$ cat src/pkg/xbpm_pkg.sv
/*
  xbpm_pkg: constants and carrier types for the external bus port mux.
  assumes a 32-bit apb register bus and a single core clock domain.
*/
package xbpm_pkg;
  // ------------------------------------------------------------
  // register map
  // ------------------------------------------------------------
  localparam logic [15:0] XBPM_SEL_OFF     = 16'h6c00;
  localparam logic [15:0] XBPM_TOCTL_OFF   = 16'h6c04;
  localparam logic [15:0] XBPM_IRQ_STS_OFF = 16'h6c08;
  localparam logic [15:0] XBPM_IRQ_MSK_OFF = 16'h6c0c;
  localparam int          XBPM_MODE_BIT    = 0;
  localparam int          XBPM_RSV2_BIT    = 2;
  localparam int          XBPM_RSV3_BIT    = 3;
  localparam int          XBPM_TOEN_BIT    = 0;
  localparam int          XBPM_EV_DISACC   = 0;
  localparam int          XBPM_EV_SELWR    = 1;
  localparam logic [15:0] XBPM_SEL_RW_MASK = 16'h000d;
  localparam logic        XBPM_TOEN_RST    = 1'b0;
  localparam logic [1:0]  XBPM_IRQ_RST     = 2'b00;
  // ------------------------------------------------------------
  // pin widths
  // ------------------------------------------------------------
  localparam int XBPM_NADDR = 20;
  localparam int XBPM_NDATA = 32;
  localparam int XBPM_NCTRL = 16;
  localparam int XBPM_NHD   = 8;
  localparam int XBPM_NGPIO = 46;
  localparam int XBPM_GP_A  = 0;
  localparam int XBPM_GP_D  = 4;
  localparam int XBPM_GP_C  = 20;
  localparam int XBPM_GP_HD = 36;
  localparam int XBPM_GP_HA = 44;
  localparam int XBPM_GP_HB = 45;

  typedef struct packed {
    logic [XBPM_NADDR-1:0] addr;
    logic [XBPM_NDATA-1:0] data;
    logic [XBPM_NCTRL-1:0] ctrl;
  } xbpm_par_t;

  typedef struct packed {
    logic [XBPM_NHD-1:0] data;
    logic                ctl_a;
    logic                ctl_b;
  } xbpm_host_t;
endpackage

$ cat src/logic/xbpm_top.sv
/*
  xbpm_top: strap-selected routing of the parallel and host pin groups between
  the memory interface / host port and parallel general-purpose i/o, with the
  selection register, memory interface clock gate and disabled-module bus error.
  assumes synchronous pins, apb master on core_clk, strap stable at reset release.
*/
// Local design decision: the APB register port.
// Notes on behaviour
// RULE1: host group has eight data and two control pins, routed by mode bit.
// RULE2: strap low at reset: host pins to gpio, both interfaces off, mode 0.
// RULE3: strap high: host data to port, pin a strobe, pin b byte ident.
// RULE4: gpio mode maps host data to lines 36-43, controls to 44 and 45.
// RULE5: selection bit 0 loads from strap at reset, governs both groups.
// RULE6: mode 1 enables memory interface and connects address, data, control pins.
// RULE7: mode 0 keeps host port and memory interface deaf to pin activity.
// RULE8: memory interface clock gated off unless selected.
// RULE9: access to disabled module gives bus error when timeout enable set.
// RULE10: software writes zero to reserved bits 3 and 2; both are read/write.
// RULE11: software must not change mode after reset release.
// RULE12: gpio mode: address 2-17 and data 0-15 become reserved.
// RULE13: gpio mode maps address 18-21, data 16-31, controls 0-15 to gpio lines.
`timescale 1ns/100ps
module xbpm_top (
  input  wire logic                              core_clk,
  input  wire logic                              resetn,
  input  wire logic                              mux_strap_pin,
  input  wire logic                              psel,
  input  wire logic                              penable,
  input  wire logic                              pwrite,
  input  wire logic [15:0]                       paddr,
  input  wire logic [31:0]                       pwdata,
  output logic      [31:0]                       prdata,
  output logic                                   pready,
  output logic                                   pslverr,
  output logic                                   irq,
  input  wire logic                              mod_sel,
  input  wire logic                              mod_is_host,
  output logic                                   mod_bus_error,
  input  wire xbpm_pkg::xbpm_par_t               par_pin_in,
  output xbpm_pkg::xbpm_par_t                    par_pin_out,
  output xbpm_pkg::xbpm_par_t                    par_pin_oe,
  input  wire xbpm_pkg::xbpm_host_t              host_pin_in,
  output xbpm_pkg::xbpm_host_t                   host_pin_out,
  output xbpm_pkg::xbpm_host_t                   host_pin_oe,
  input  wire xbpm_pkg::xbpm_par_t               mem_if_out,
  input  wire xbpm_pkg::xbpm_par_t               mem_if_oe,
  output xbpm_pkg::xbpm_par_t                    mem_if_in,
  output logic                                   mem_if_clk_en,
  input  wire logic [xbpm_pkg::XBPM_NHD-1:0]     host_port_out,
  input  wire logic [xbpm_pkg::XBPM_NHD-1:0]     host_port_oe,
  output logic      [xbpm_pkg::XBPM_NHD-1:0]     host_port_in,
  output logic                                   host_address_strobe,
  output logic                                   host_byte_ident,
  output logic                                   host_port_en,
  input  wire logic [xbpm_pkg::XBPM_NGPIO-1:0]   parallel_gp_io_out,
  input  wire logic [xbpm_pkg::XBPM_NGPIO-1:0]   parallel_gp_io_oe,
  output logic      [xbpm_pkg::XBPM_NGPIO-1:0]   parallel_gp_io_in
);
  import xbpm_pkg::*;

  // ------------------------------------------------------------
  // strap capture and register declarations
  // ------------------------------------------------------------
  logic        strap_done_reg;
  logic        mode_reg;
  logic [3:2]  rsv_reg;
  logic        toen_reg;
  logic [1:0]  sts_reg;
  logic [1:0]  msk_reg;

  // ------------------------------------------------------------
  // apb decode
  // ------------------------------------------------------------
  wire         acc      = psel & penable & ~pready;
  wire         xfer_done = psel & penable & pready;
  wire         wr_acc   = xfer_done & pwrite;
  wire         hit_sel  = (paddr == XBPM_SEL_OFF);
  wire         hit_to   = (paddr == XBPM_TOCTL_OFF);
  wire         hit_sts  = (paddr == XBPM_IRQ_STS_OFF);
  wire         hit_msk  = (paddr == XBPM_IRQ_MSK_OFF);
  wire         hit_any  = hit_sel | hit_to | hit_sts | hit_msk;
  wire [31:0]  sel_val  = {28'h000_0000, rsv_reg, 1'b0, mode_reg};
  wire [31:0]  rd_val   = hit_sel ? sel_val :
                          hit_to  ? {31'h0000_0000, toen_reg} :
                          hit_sts ? {30'h0000_0000, sts_reg} :
                          hit_msk ? {30'h0000_0000, msk_reg} : 32'h0000_0000;
  wire         wr_sel   = wr_acc & hit_sel;
  wire         mode_chg = wr_sel & (pwdata[XBPM_MODE_BIT] != mode_reg);

  // module accesses while the mux leaves that module disabled
  wire         dis_acc  = mod_sel & ~mode_reg; // RULE7
  wire [1:0]   ev;
  assign ev[XBPM_EV_DISACC] = dis_acc;
  assign ev[XBPM_EV_SELWR]  = mode_chg;
  wire [1:0]   sts_clr  = (wr_acc & hit_sts) ? pwdata[1:0] : 2'b00;
  wire [1:0]   sts_next = (sts_reg & ~sts_clr) | ev;

  // ------------------------------------------------------------
  // register next values
  // ------------------------------------------------------------
  wire         mode_next    = !strap_done_reg ? mux_strap_pin : // RULE5 RULE2
                              wr_sel ? pwdata[XBPM_MODE_BIT] : mode_reg;
  wire [3:2]   rsv_next     = wr_sel ? pwdata[XBPM_RSV3_BIT:XBPM_RSV2_BIT] : rsv_reg; // RULE10
  wire         toen_next    = (wr_acc & hit_to) ? pwdata[XBPM_TOEN_BIT] : toen_reg;
  wire [1:0]   msk_next     = (wr_acc & hit_msk) ? pwdata[1:0] : msk_reg;
  wire         irq_next     = |(sts_next & msk_next);
  wire [31:0]  prdata_next  = (acc & ~pwrite) ? rd_val : 32'h0000_0000;
  wire         pslverr_next = acc & ~hit_any;
  wire         bus_err_next = dis_acc & toen_reg; // RULE9

  // ------------------------------------------------------------
  // register state
  // ------------------------------------------------------------
  always_ff @(posedge core_clk or negedge resetn) begin
    if (!resetn) begin
      strap_done_reg <= 1'b0;
      mode_reg       <= 1'b0;
    end else begin
      strap_done_reg <= 1'b1;
      mode_reg       <= mode_next; // RULE5 RULE2
    end
  end

  always_ff @(posedge core_clk or negedge resetn) begin
    if (!resetn) begin
      rsv_reg <= 2'b00;
    end else begin
      rsv_reg <= rsv_next; // RULE10
    end
  end

  always_ff @(posedge core_clk or negedge resetn) begin
    if (!resetn) begin
      toen_reg <= XBPM_TOEN_RST;
    end else begin
      toen_reg <= toen_next;
    end
  end

  always_ff @(posedge core_clk or negedge resetn) begin
    if (!resetn) begin
      msk_reg <= XBPM_IRQ_RST;
    end else begin
      msk_reg <= msk_next;
    end
  end

  always_ff @(posedge core_clk or negedge resetn) begin
    if (!resetn) begin
      sts_reg <= XBPM_IRQ_RST;
    end else begin
      sts_reg <= sts_next;
    end
  end

  always_ff @(posedge core_clk or negedge resetn) begin
    if (!resetn) begin
      irq <= 1'b0;
    end else begin
      irq <= irq_next;
    end
  end

  always_ff @(posedge core_clk or negedge resetn) begin
    if (!resetn) begin
      pready <= 1'b0;
    end else begin
      pready <= acc;
    end
  end

  always_ff @(posedge core_clk or negedge resetn) begin
    if (!resetn) begin
      pslverr <= 1'b0;
    end else begin
      pslverr <= pslverr_next;
    end
  end

  always_ff @(posedge core_clk or negedge resetn) begin
    if (!resetn) begin
      prdata <= 32'h0000_0000;
    end else begin
      prdata <= prdata_next;
    end
  end

  always_ff @(posedge core_clk or negedge resetn) begin
    if (!resetn) begin
      mod_bus_error <= 1'b0;
    end else begin
      mod_bus_error <= bus_err_next; // RULE9
    end
  end

  // ------------------------------------------------------------
  // pin routing
  // ------------------------------------------------------------
  xbpm_par_t  gp_par_out;
  xbpm_par_t  gp_par_oe;
  xbpm_host_t gp_host_out;
  xbpm_host_t gp_host_oe;
  xbpm_host_t hp_out;
  xbpm_host_t hp_oe;

  assign gp_par_out.addr  = {parallel_gp_io_out[XBPM_GP_A +: 4], 16'h0000}; // RULE13 RULE12
  assign gp_par_oe.addr   = {parallel_gp_io_oe[XBPM_GP_A +: 4], 16'h0000};
  assign gp_par_out.data  = {parallel_gp_io_out[XBPM_GP_D +: 16], 16'h0000}; // RULE13 RULE12
  assign gp_par_oe.data   = {parallel_gp_io_oe[XBPM_GP_D +: 16], 16'h0000};
  assign gp_par_out.ctrl  = parallel_gp_io_out[XBPM_GP_C +: 16]; // RULE13
  assign gp_par_oe.ctrl   = parallel_gp_io_oe[XBPM_GP_C +: 16];
  assign gp_host_out      = {parallel_gp_io_out[XBPM_GP_HD +: 8], parallel_gp_io_out[XBPM_GP_HA],
                             parallel_gp_io_out[XBPM_GP_HB]}; // RULE4
  assign gp_host_oe       = {parallel_gp_io_oe[XBPM_GP_HD +: 8], parallel_gp_io_oe[XBPM_GP_HA],
                             parallel_gp_io_oe[XBPM_GP_HB]};
  assign hp_out           = {host_port_out, 2'b00}; // RULE3
  assign hp_oe            = {host_port_oe, 2'b00};

  xbpm_par_t              par_out_next;
  xbpm_par_t              par_oe_next;
  xbpm_host_t             host_out_next;
  xbpm_host_t             host_oe_next;
  xbpm_par_t              mem_in_next;
  logic [XBPM_NHD-1:0]    hp_in_next;
  logic [XBPM_NGPIO-1:0]  gpio_in_next;

  assign par_out_next  = mode_reg ? mem_if_out : gp_par_out; // RULE6
  assign par_oe_next   = mode_reg ? mem_if_oe : gp_par_oe;
  assign host_out_next = mode_reg ? hp_out : gp_host_out; // RULE1
  assign host_oe_next  = mode_reg ? hp_oe : gp_host_oe;
  assign mem_in_next   = mode_reg ? par_pin_in : '0; // RULE7
  assign hp_in_next    = mode_reg ? host_pin_in.data : '0; // RULE3 RULE7
  assign gpio_in_next  = mode_reg ? '0 :
                         {host_pin_in.ctl_b, host_pin_in.ctl_a, host_pin_in.data,
                          par_pin_in.ctrl, par_pin_in.data[31:16], par_pin_in.addr[19:16]}; // RULE4 RULE13

  // ------------------------------------------------------------
  // pin registers
  // ------------------------------------------------------------
  always_ff @(posedge core_clk or negedge resetn) begin
    if (!resetn) begin
      par_pin_out <= '0;
    end else begin
      par_pin_out <= par_out_next; // RULE6
    end
  end

  always_ff @(posedge core_clk or negedge resetn) begin
    if (!resetn) begin
      par_pin_oe <= '0;
    end else begin
      par_pin_oe <= par_oe_next; // RULE12
    end
  end

  always_ff @(posedge core_clk or negedge resetn) begin
    if (!resetn) begin
      host_pin_out <= '0;
    end else begin
      host_pin_out <= host_out_next; // RULE1
    end
  end

  always_ff @(posedge core_clk or negedge resetn) begin
    if (!resetn) begin
      host_pin_oe <= '0;
    end else begin
      host_pin_oe <= host_oe_next;
    end
  end

  always_ff @(posedge core_clk or negedge resetn) begin
    if (!resetn) begin
      mem_if_in <= '0;
    end else begin
      mem_if_in <= mem_in_next; // RULE7
    end
  end

  always_ff @(posedge core_clk or negedge resetn) begin
    if (!resetn) begin
      mem_if_clk_en <= 1'b0;
    end else begin
      mem_if_clk_en <= mode_reg; // RULE8
    end
  end

  always_ff @(posedge core_clk or negedge resetn) begin
    if (!resetn) begin
      host_port_in <= '0;
    end else begin
      host_port_in <= hp_in_next; // RULE3 RULE7
    end
  end

  always_ff @(posedge core_clk or negedge resetn) begin
    if (!resetn) begin
      host_address_strobe <= 1'b0;
    end else begin
      host_address_strobe <= mode_reg & host_pin_in.ctl_a; // RULE3
    end
  end

  always_ff @(posedge core_clk or negedge resetn) begin
    if (!resetn) begin
      host_byte_ident <= 1'b0;
    end else begin
      host_byte_ident <= mode_reg & host_pin_in.ctl_b; // RULE3
    end
  end

  always_ff @(posedge core_clk or negedge resetn) begin
    if (!resetn) begin
      host_port_en <= 1'b0;
    end else begin
      host_port_en <= mode_reg; // RULE2
    end
  end

  always_ff @(posedge core_clk or negedge resetn) begin
    if (!resetn) begin
      parallel_gp_io_in <= '0;
    end else begin
      parallel_gp_io_in <= gpio_in_next; // RULE4 RULE13
    end
  end
endmodule // xbpm_top

$ cat config.mk
export PLATFORM = sky130hd
export DESIGN_NAME = xbpm_top
export DESIGN_NICKNAME = d
export VERILOG_FILES = /design/src/pkg/xbpm_pkg.sv /design/src/logic/xbpm_top.sv
export SDC_FILE = /design/constraint.sdc
export NUM_CORES = 1
export LEC_CHECK = 0
export ABC_CLOCK_PERIOD_IN_PS = 4600
export BUFFER_PORTS_ARGS = -buffer_cell sky130_fd_sc_hd__buf_2
export CORE_AREA = 2 2 269 271
export CTS_CLUSTER_DIAMETER = 30
export CTS_CLUSTER_SIZE = 28
export DETAILED_ROUTE_END_ITERATION = 8
export DIE_AREA = 0 0 271 273
export PLACE_DENSITY_LB_ADDON = 0.3
export SYNTH_ARGS = -nofsm -noshare
export SYNTH_HDL_FRONTEND = slang
export SYNTH_SLANG_ARGS = --single-unit
$ cat constraint.sdc
create_clock -name core_clk -period 4.6 [get_ports core_clk]
set_clock_uncertainty 0.2 [all_clocks]
set_input_delay 1.38 -clock core_clk [delete_from_list [all_inputs] [get_ports core_clk]]
set_output_delay 1.38 -clock core_clk [all_outputs]
set_load 0.005 [all_outputs]
### Word level (Yosys, flattened, before mapping)

Cells that the tools add are included.

* equality and inequality tests: 6
* bitwise gates (word level): 26
* reductions and logical operators: 1
* muxes and demuxes: 16

Operators by type and width (count)
* $mux 68: 3
* $eq 16x15->1 const B: 4
* $mux 46: 1
* $mux 10: 2
* $and 1x1->1: 15
* $mux 2: 5
* $mux 4: 2
* $mux 8: 1
* $and 2x2->2: 2
* $not 1->1: 4
* $or 1x1->1: 3
* $mux 1: 2
* $ne 2x1->1 const B: 1
* $not 2->2: 1
* $or 2x2->2: 1
* $reduce_or 2->1: 1
* $ne 1x1->1: 1

* input port bits: 378
* register bits after elaboration: 298
* output and inout bits: 318
* word-level logic and storage cells: 80

### Depth between registers and ports, before layout

* depth after elaboration: 10
* depth in mapped cells: 5

### Least setup slack after synthesis

Ideal clock, no wire load.

* path type: input port to flip-flop
* start point: input paddr[5]
* end point: register irq
* stages: 5
* buffers on the path: 0
* required time: 4.278 ns
* arrival: 3.050 ns
* slack: 1.228 ns
* path through: or4b_4 -> or4_4 -> o41ai_2 -> nand2b_1 -> a32o_1

* cells in the longest elaborated chain, start to end: 8

Ends and longest elaborated chain
* start: declaration: line xbpm_top.sv:30 `input wire logic [15:0] paddr,`
* $eq 16x15->1: line xbpm_top.sv:79 `wire hit_sts = (paddr == XBPM_IRQ_STS_OFF);`
* $and 1x1->1: line xbpm_top.sv:95 `wire [1:0] sts_clr = (wr_acc & hit_sts) ? pwdata[1:0] : 2'b00;`
* $mux 2: line xbpm_top.sv:95
* $not 2->2: line xbpm_top.sv:96 `wire [1:0] sts_next = (sts_reg & ~sts_clr) | ev;`
* $and 2x2->2: line xbpm_top.sv:96
* $or 2x2->2: line xbpm_top.sv:96
* net sts_next[0]: line xbpm_top.sv:96
* $and 2x2->2: line xbpm_top.sv:106 `wire irq_next = |(sts_next & msk_next);`
* $reduce_or 2->1: line xbpm_top.sv:106
* net irq_next: line xbpm_top.sv:106
* end signal: assignment: line xbpm_top.sv:160 `irq <= irq_next;`
* end: declaration: line xbpm_top.sv:35 `output logic irq,`

The timed path passes the listed nets, and every way through them passes these cells.
A chain may end at the register's enable or synchronous reset.

### Worst setup path in the final report

* start point: input paddr[5]
* end point: register irq

RTL lines
* $eq 16x15->1: line xbpm_top.sv:80 `wire hit_msk = (paddr == XBPM_IRQ_MSK_OFF);`
* $and 1x1->1: line xbpm_top.sv:105 `wire [1:0] msk_next = (wr_acc & hit_msk) ? pwdata[1:0] : msk_reg;`
* $mux 2: line xbpm_top.sv:105
* net msk_next[1]: line xbpm_top.sv:105
* $and 2x2->2: line xbpm_top.sv:106
* $reduce_or 2->1: line xbpm_top.sv:106
* net irq_next: line xbpm_top.sv:106

The timed path passes the listed nets, and every way through them passes these cells.

==> out/qor.txt <==
Status: completed
P_leak: 8.79 nW
Internal power: 7.08 mW
Startpoint Class: input port
Worst EP arrival: 3.26 ns
Gate power share: 8.1%
# fillers: 7,630
Top FF cell, synth: dfrtp_1
DP Wirelength: 24,700 µm
CTS sink count: 298
Die Footprint: 0.0740 mm²
Setup CP Type: in -> reg
# resized after CTS: 0
CP Capture Type: flop
CTS tree: built
Synth Instances: 688
Clock root cell: clkbuf_16
Multi-input logic area: 0.00264 mm²
Slew headroom: 46.8%
Die height: 273 µm
WP data required: 4.86 ns
Peak supply drop: 247 µV
Worst Hold Class: reg -> reg
Wire length per cell: 13.9 µm
CTS HTree Levels: 3
Largest net degree at the start of global routing: 194
Biggest regs: mem_if_in (68), par_pin_oe (68), par_pin_out (68)
Number of setup violations in the final report: 0
Non-Filler Instances: 2,386
TNS Setup: 0 ns
Share of cells above drive strength 1: 60.5%
Syn. warnings: 0
RSZ-0062 raised after global routing: no
Synth Cell Area: 0.0103 mm²
EDFF count, synth: 0
Clk pwr share: 60.2%
Synth area leaders: dfrtp_1, mux2_2, and2_1
Top-count cell post-synth: dfrtp_1
Max Cap Viol: 0
Switching share of total power: 21.9%
Syn avg cell area: 15.0 µm²
Starting Density: 14.6%
Clock slew at reported path FFs: 0.04 ns
Post-synthesis cell type count: 31
Core region area: 0.0710 mm²
1st-pass router iterations: 4
Setup Buffers After CTS: 0
# IOs: 696
CTS Buf Count: 74
Routability cong.: 0.858
Max-slew violations: 0
Die X: 271 µm
# DRC: 0
Reg area: 0.00746 mm²
Initial antenna violation count: 5
Number of global-route vias before repair: 8,463
Routed Wire Length: 33,300 µm
Fmax: 333 MHz
Synthesized flop and latch total: 298
DR vias: 7,792
Switching power: 1.99 mW
Longest Clk Path Bufs: 3
Hold slack final: 0.227 ns
Clk_lat worst skew: 0.57 ns
Slew @ Worst Pin: 0.799 ns
Area delta synth->final: 66.9%
Fin crit share: 65.3%
DR vias/cell: 3.27
Ys async rst share: 100%
Min Tclk post-route: 3.00 ns
Pwr dens: 525 mW/mm²
IO buf count: 638
Hold_buf cts: 0
Register area share after synthesis: 72.1%
Largest area contributor in the netlist: dfrtp_1
DRT antenna net count: 0
Nets: 1,753
Gr usage total: 8.72%
Crit path max fanout: 4
Flop pwr share: 31.7%
Grt total ovfl: 0
Endpoints failing hold: 0
Most common library cells after synthesis: dfrtp_1, and2_1, mux2_2
Synth top area share: 72.1%
First-pass GRT wire length: 49,100 µm
Dpl cells: 2,249
Drt initial violations: 211
Row count: 98
[through the flow]
step	util (%)	instance area, µm²	total power [mW]	setup WS, ns
global route	24.3	17300	9.49	1.50
detailed placement	20.6	14600	3.67	0.988
CTS	24.3	17300	9.25	1.62
finish	24.3	17300	9.07	1.60
floorplan	-	10500	3.19	1.23
global placement	20.6	14600	3.66	0.993
[final timing paths]
kind,startpoint,end,slack (ns),cells after the start
min,strap_done_reg$_DFF_PN0_,mode_reg$_DFFE_PN0P_,0.23,1
max in group asynchronous,resetn,mem_if_in[37]$_DFF_PN0_,2.62,2
min in group asynchronous,resetn,mem_if_in[65]$_DFF_PN0_,0.61,1
max,paddr[5],irq$_DFF_PN0_,1.60,6
max reg2reg,mode_reg$_DFFE_PN0P_,prdata[0]$_DFF_PN0_,2.77,3
min reg2reg,strap_done_reg$_DFF_PN0_,mode_reg$_DFFE_PN0P_,0.23,1
[power groups by stage]
stage / sequential, mW / combinational, mW / clock [mW]
after floorplan: 2.95 / 0.247 / 0
after global placement: 2.91 / 0.748 / 0
after detailed placement: 2.91 / 0.755 / 0
after CTS: 2.88 / 0.758 / 5.61
after global routing: 2.89 / 0.815 / 5.78
final: 2.88 / 0.733 / 5.46
[critical path: stages]
cell and delay (ns):
buf_2 0.09, or4b_4 0.54, nor4_2 0.46, nand4_1 0.20
mux2_2 0.33, a32o_1 0.26
[area by class of cell]
type,count,share of cell area (%)
sequential,298,43.2
timing repair buffer,645,19.1
multi-input combinational,352,15.3
clock buffer,101,12.3
tap,950,6.88
clock inverter,34,3.14
inverter,4,0.0869
antenna,2,0.0290
[placed cells by master, fill, tap and decap left out, types with 4 or more instances in the layout]
cell	n
buf_12	4
and3_1	4
mux2_2	93
bufinv_16	12
clkinv_2	9
conb_1	29
clkbuf_1	14
nor2b_1	51
clkbuf_8	10
inv_1	4
buf_2	637
dfrtp_1	297
clkinvlp_4	5
clkbuf_16	77
nor2_1	4
and2_1	145
[cell families (layout without fill, tap and decap cells)]
logic type | Yosys count | count (layout) | share of synthesized area [%]
AOI/OAI and AO/OA | 6 | 6 | 0.484
xor gates and xnor gates | 1 | 1 | 0.0846
buffers and inverters | 65 | 784 | 3.45
DFF | 298 | 298 | 72.1
muxes | 95 | 95 | 10.4
other | 2 | 31 | 0.0726
and+or+nand+nor | 221 | 221 | 13.4
[per-layer routing]
metal / vias up / share of wire [%] / track usage (%)
li1: 3556 / - / -
met1: 3711 / 35 / 8.89
met2: 442 / 50 / 14.9
met3: 81 / 11 / 4.46
met4: 2 / 3.3 / 4.01
met5: - / 0.039 / 0
Power figures use the tool's default switching activity.
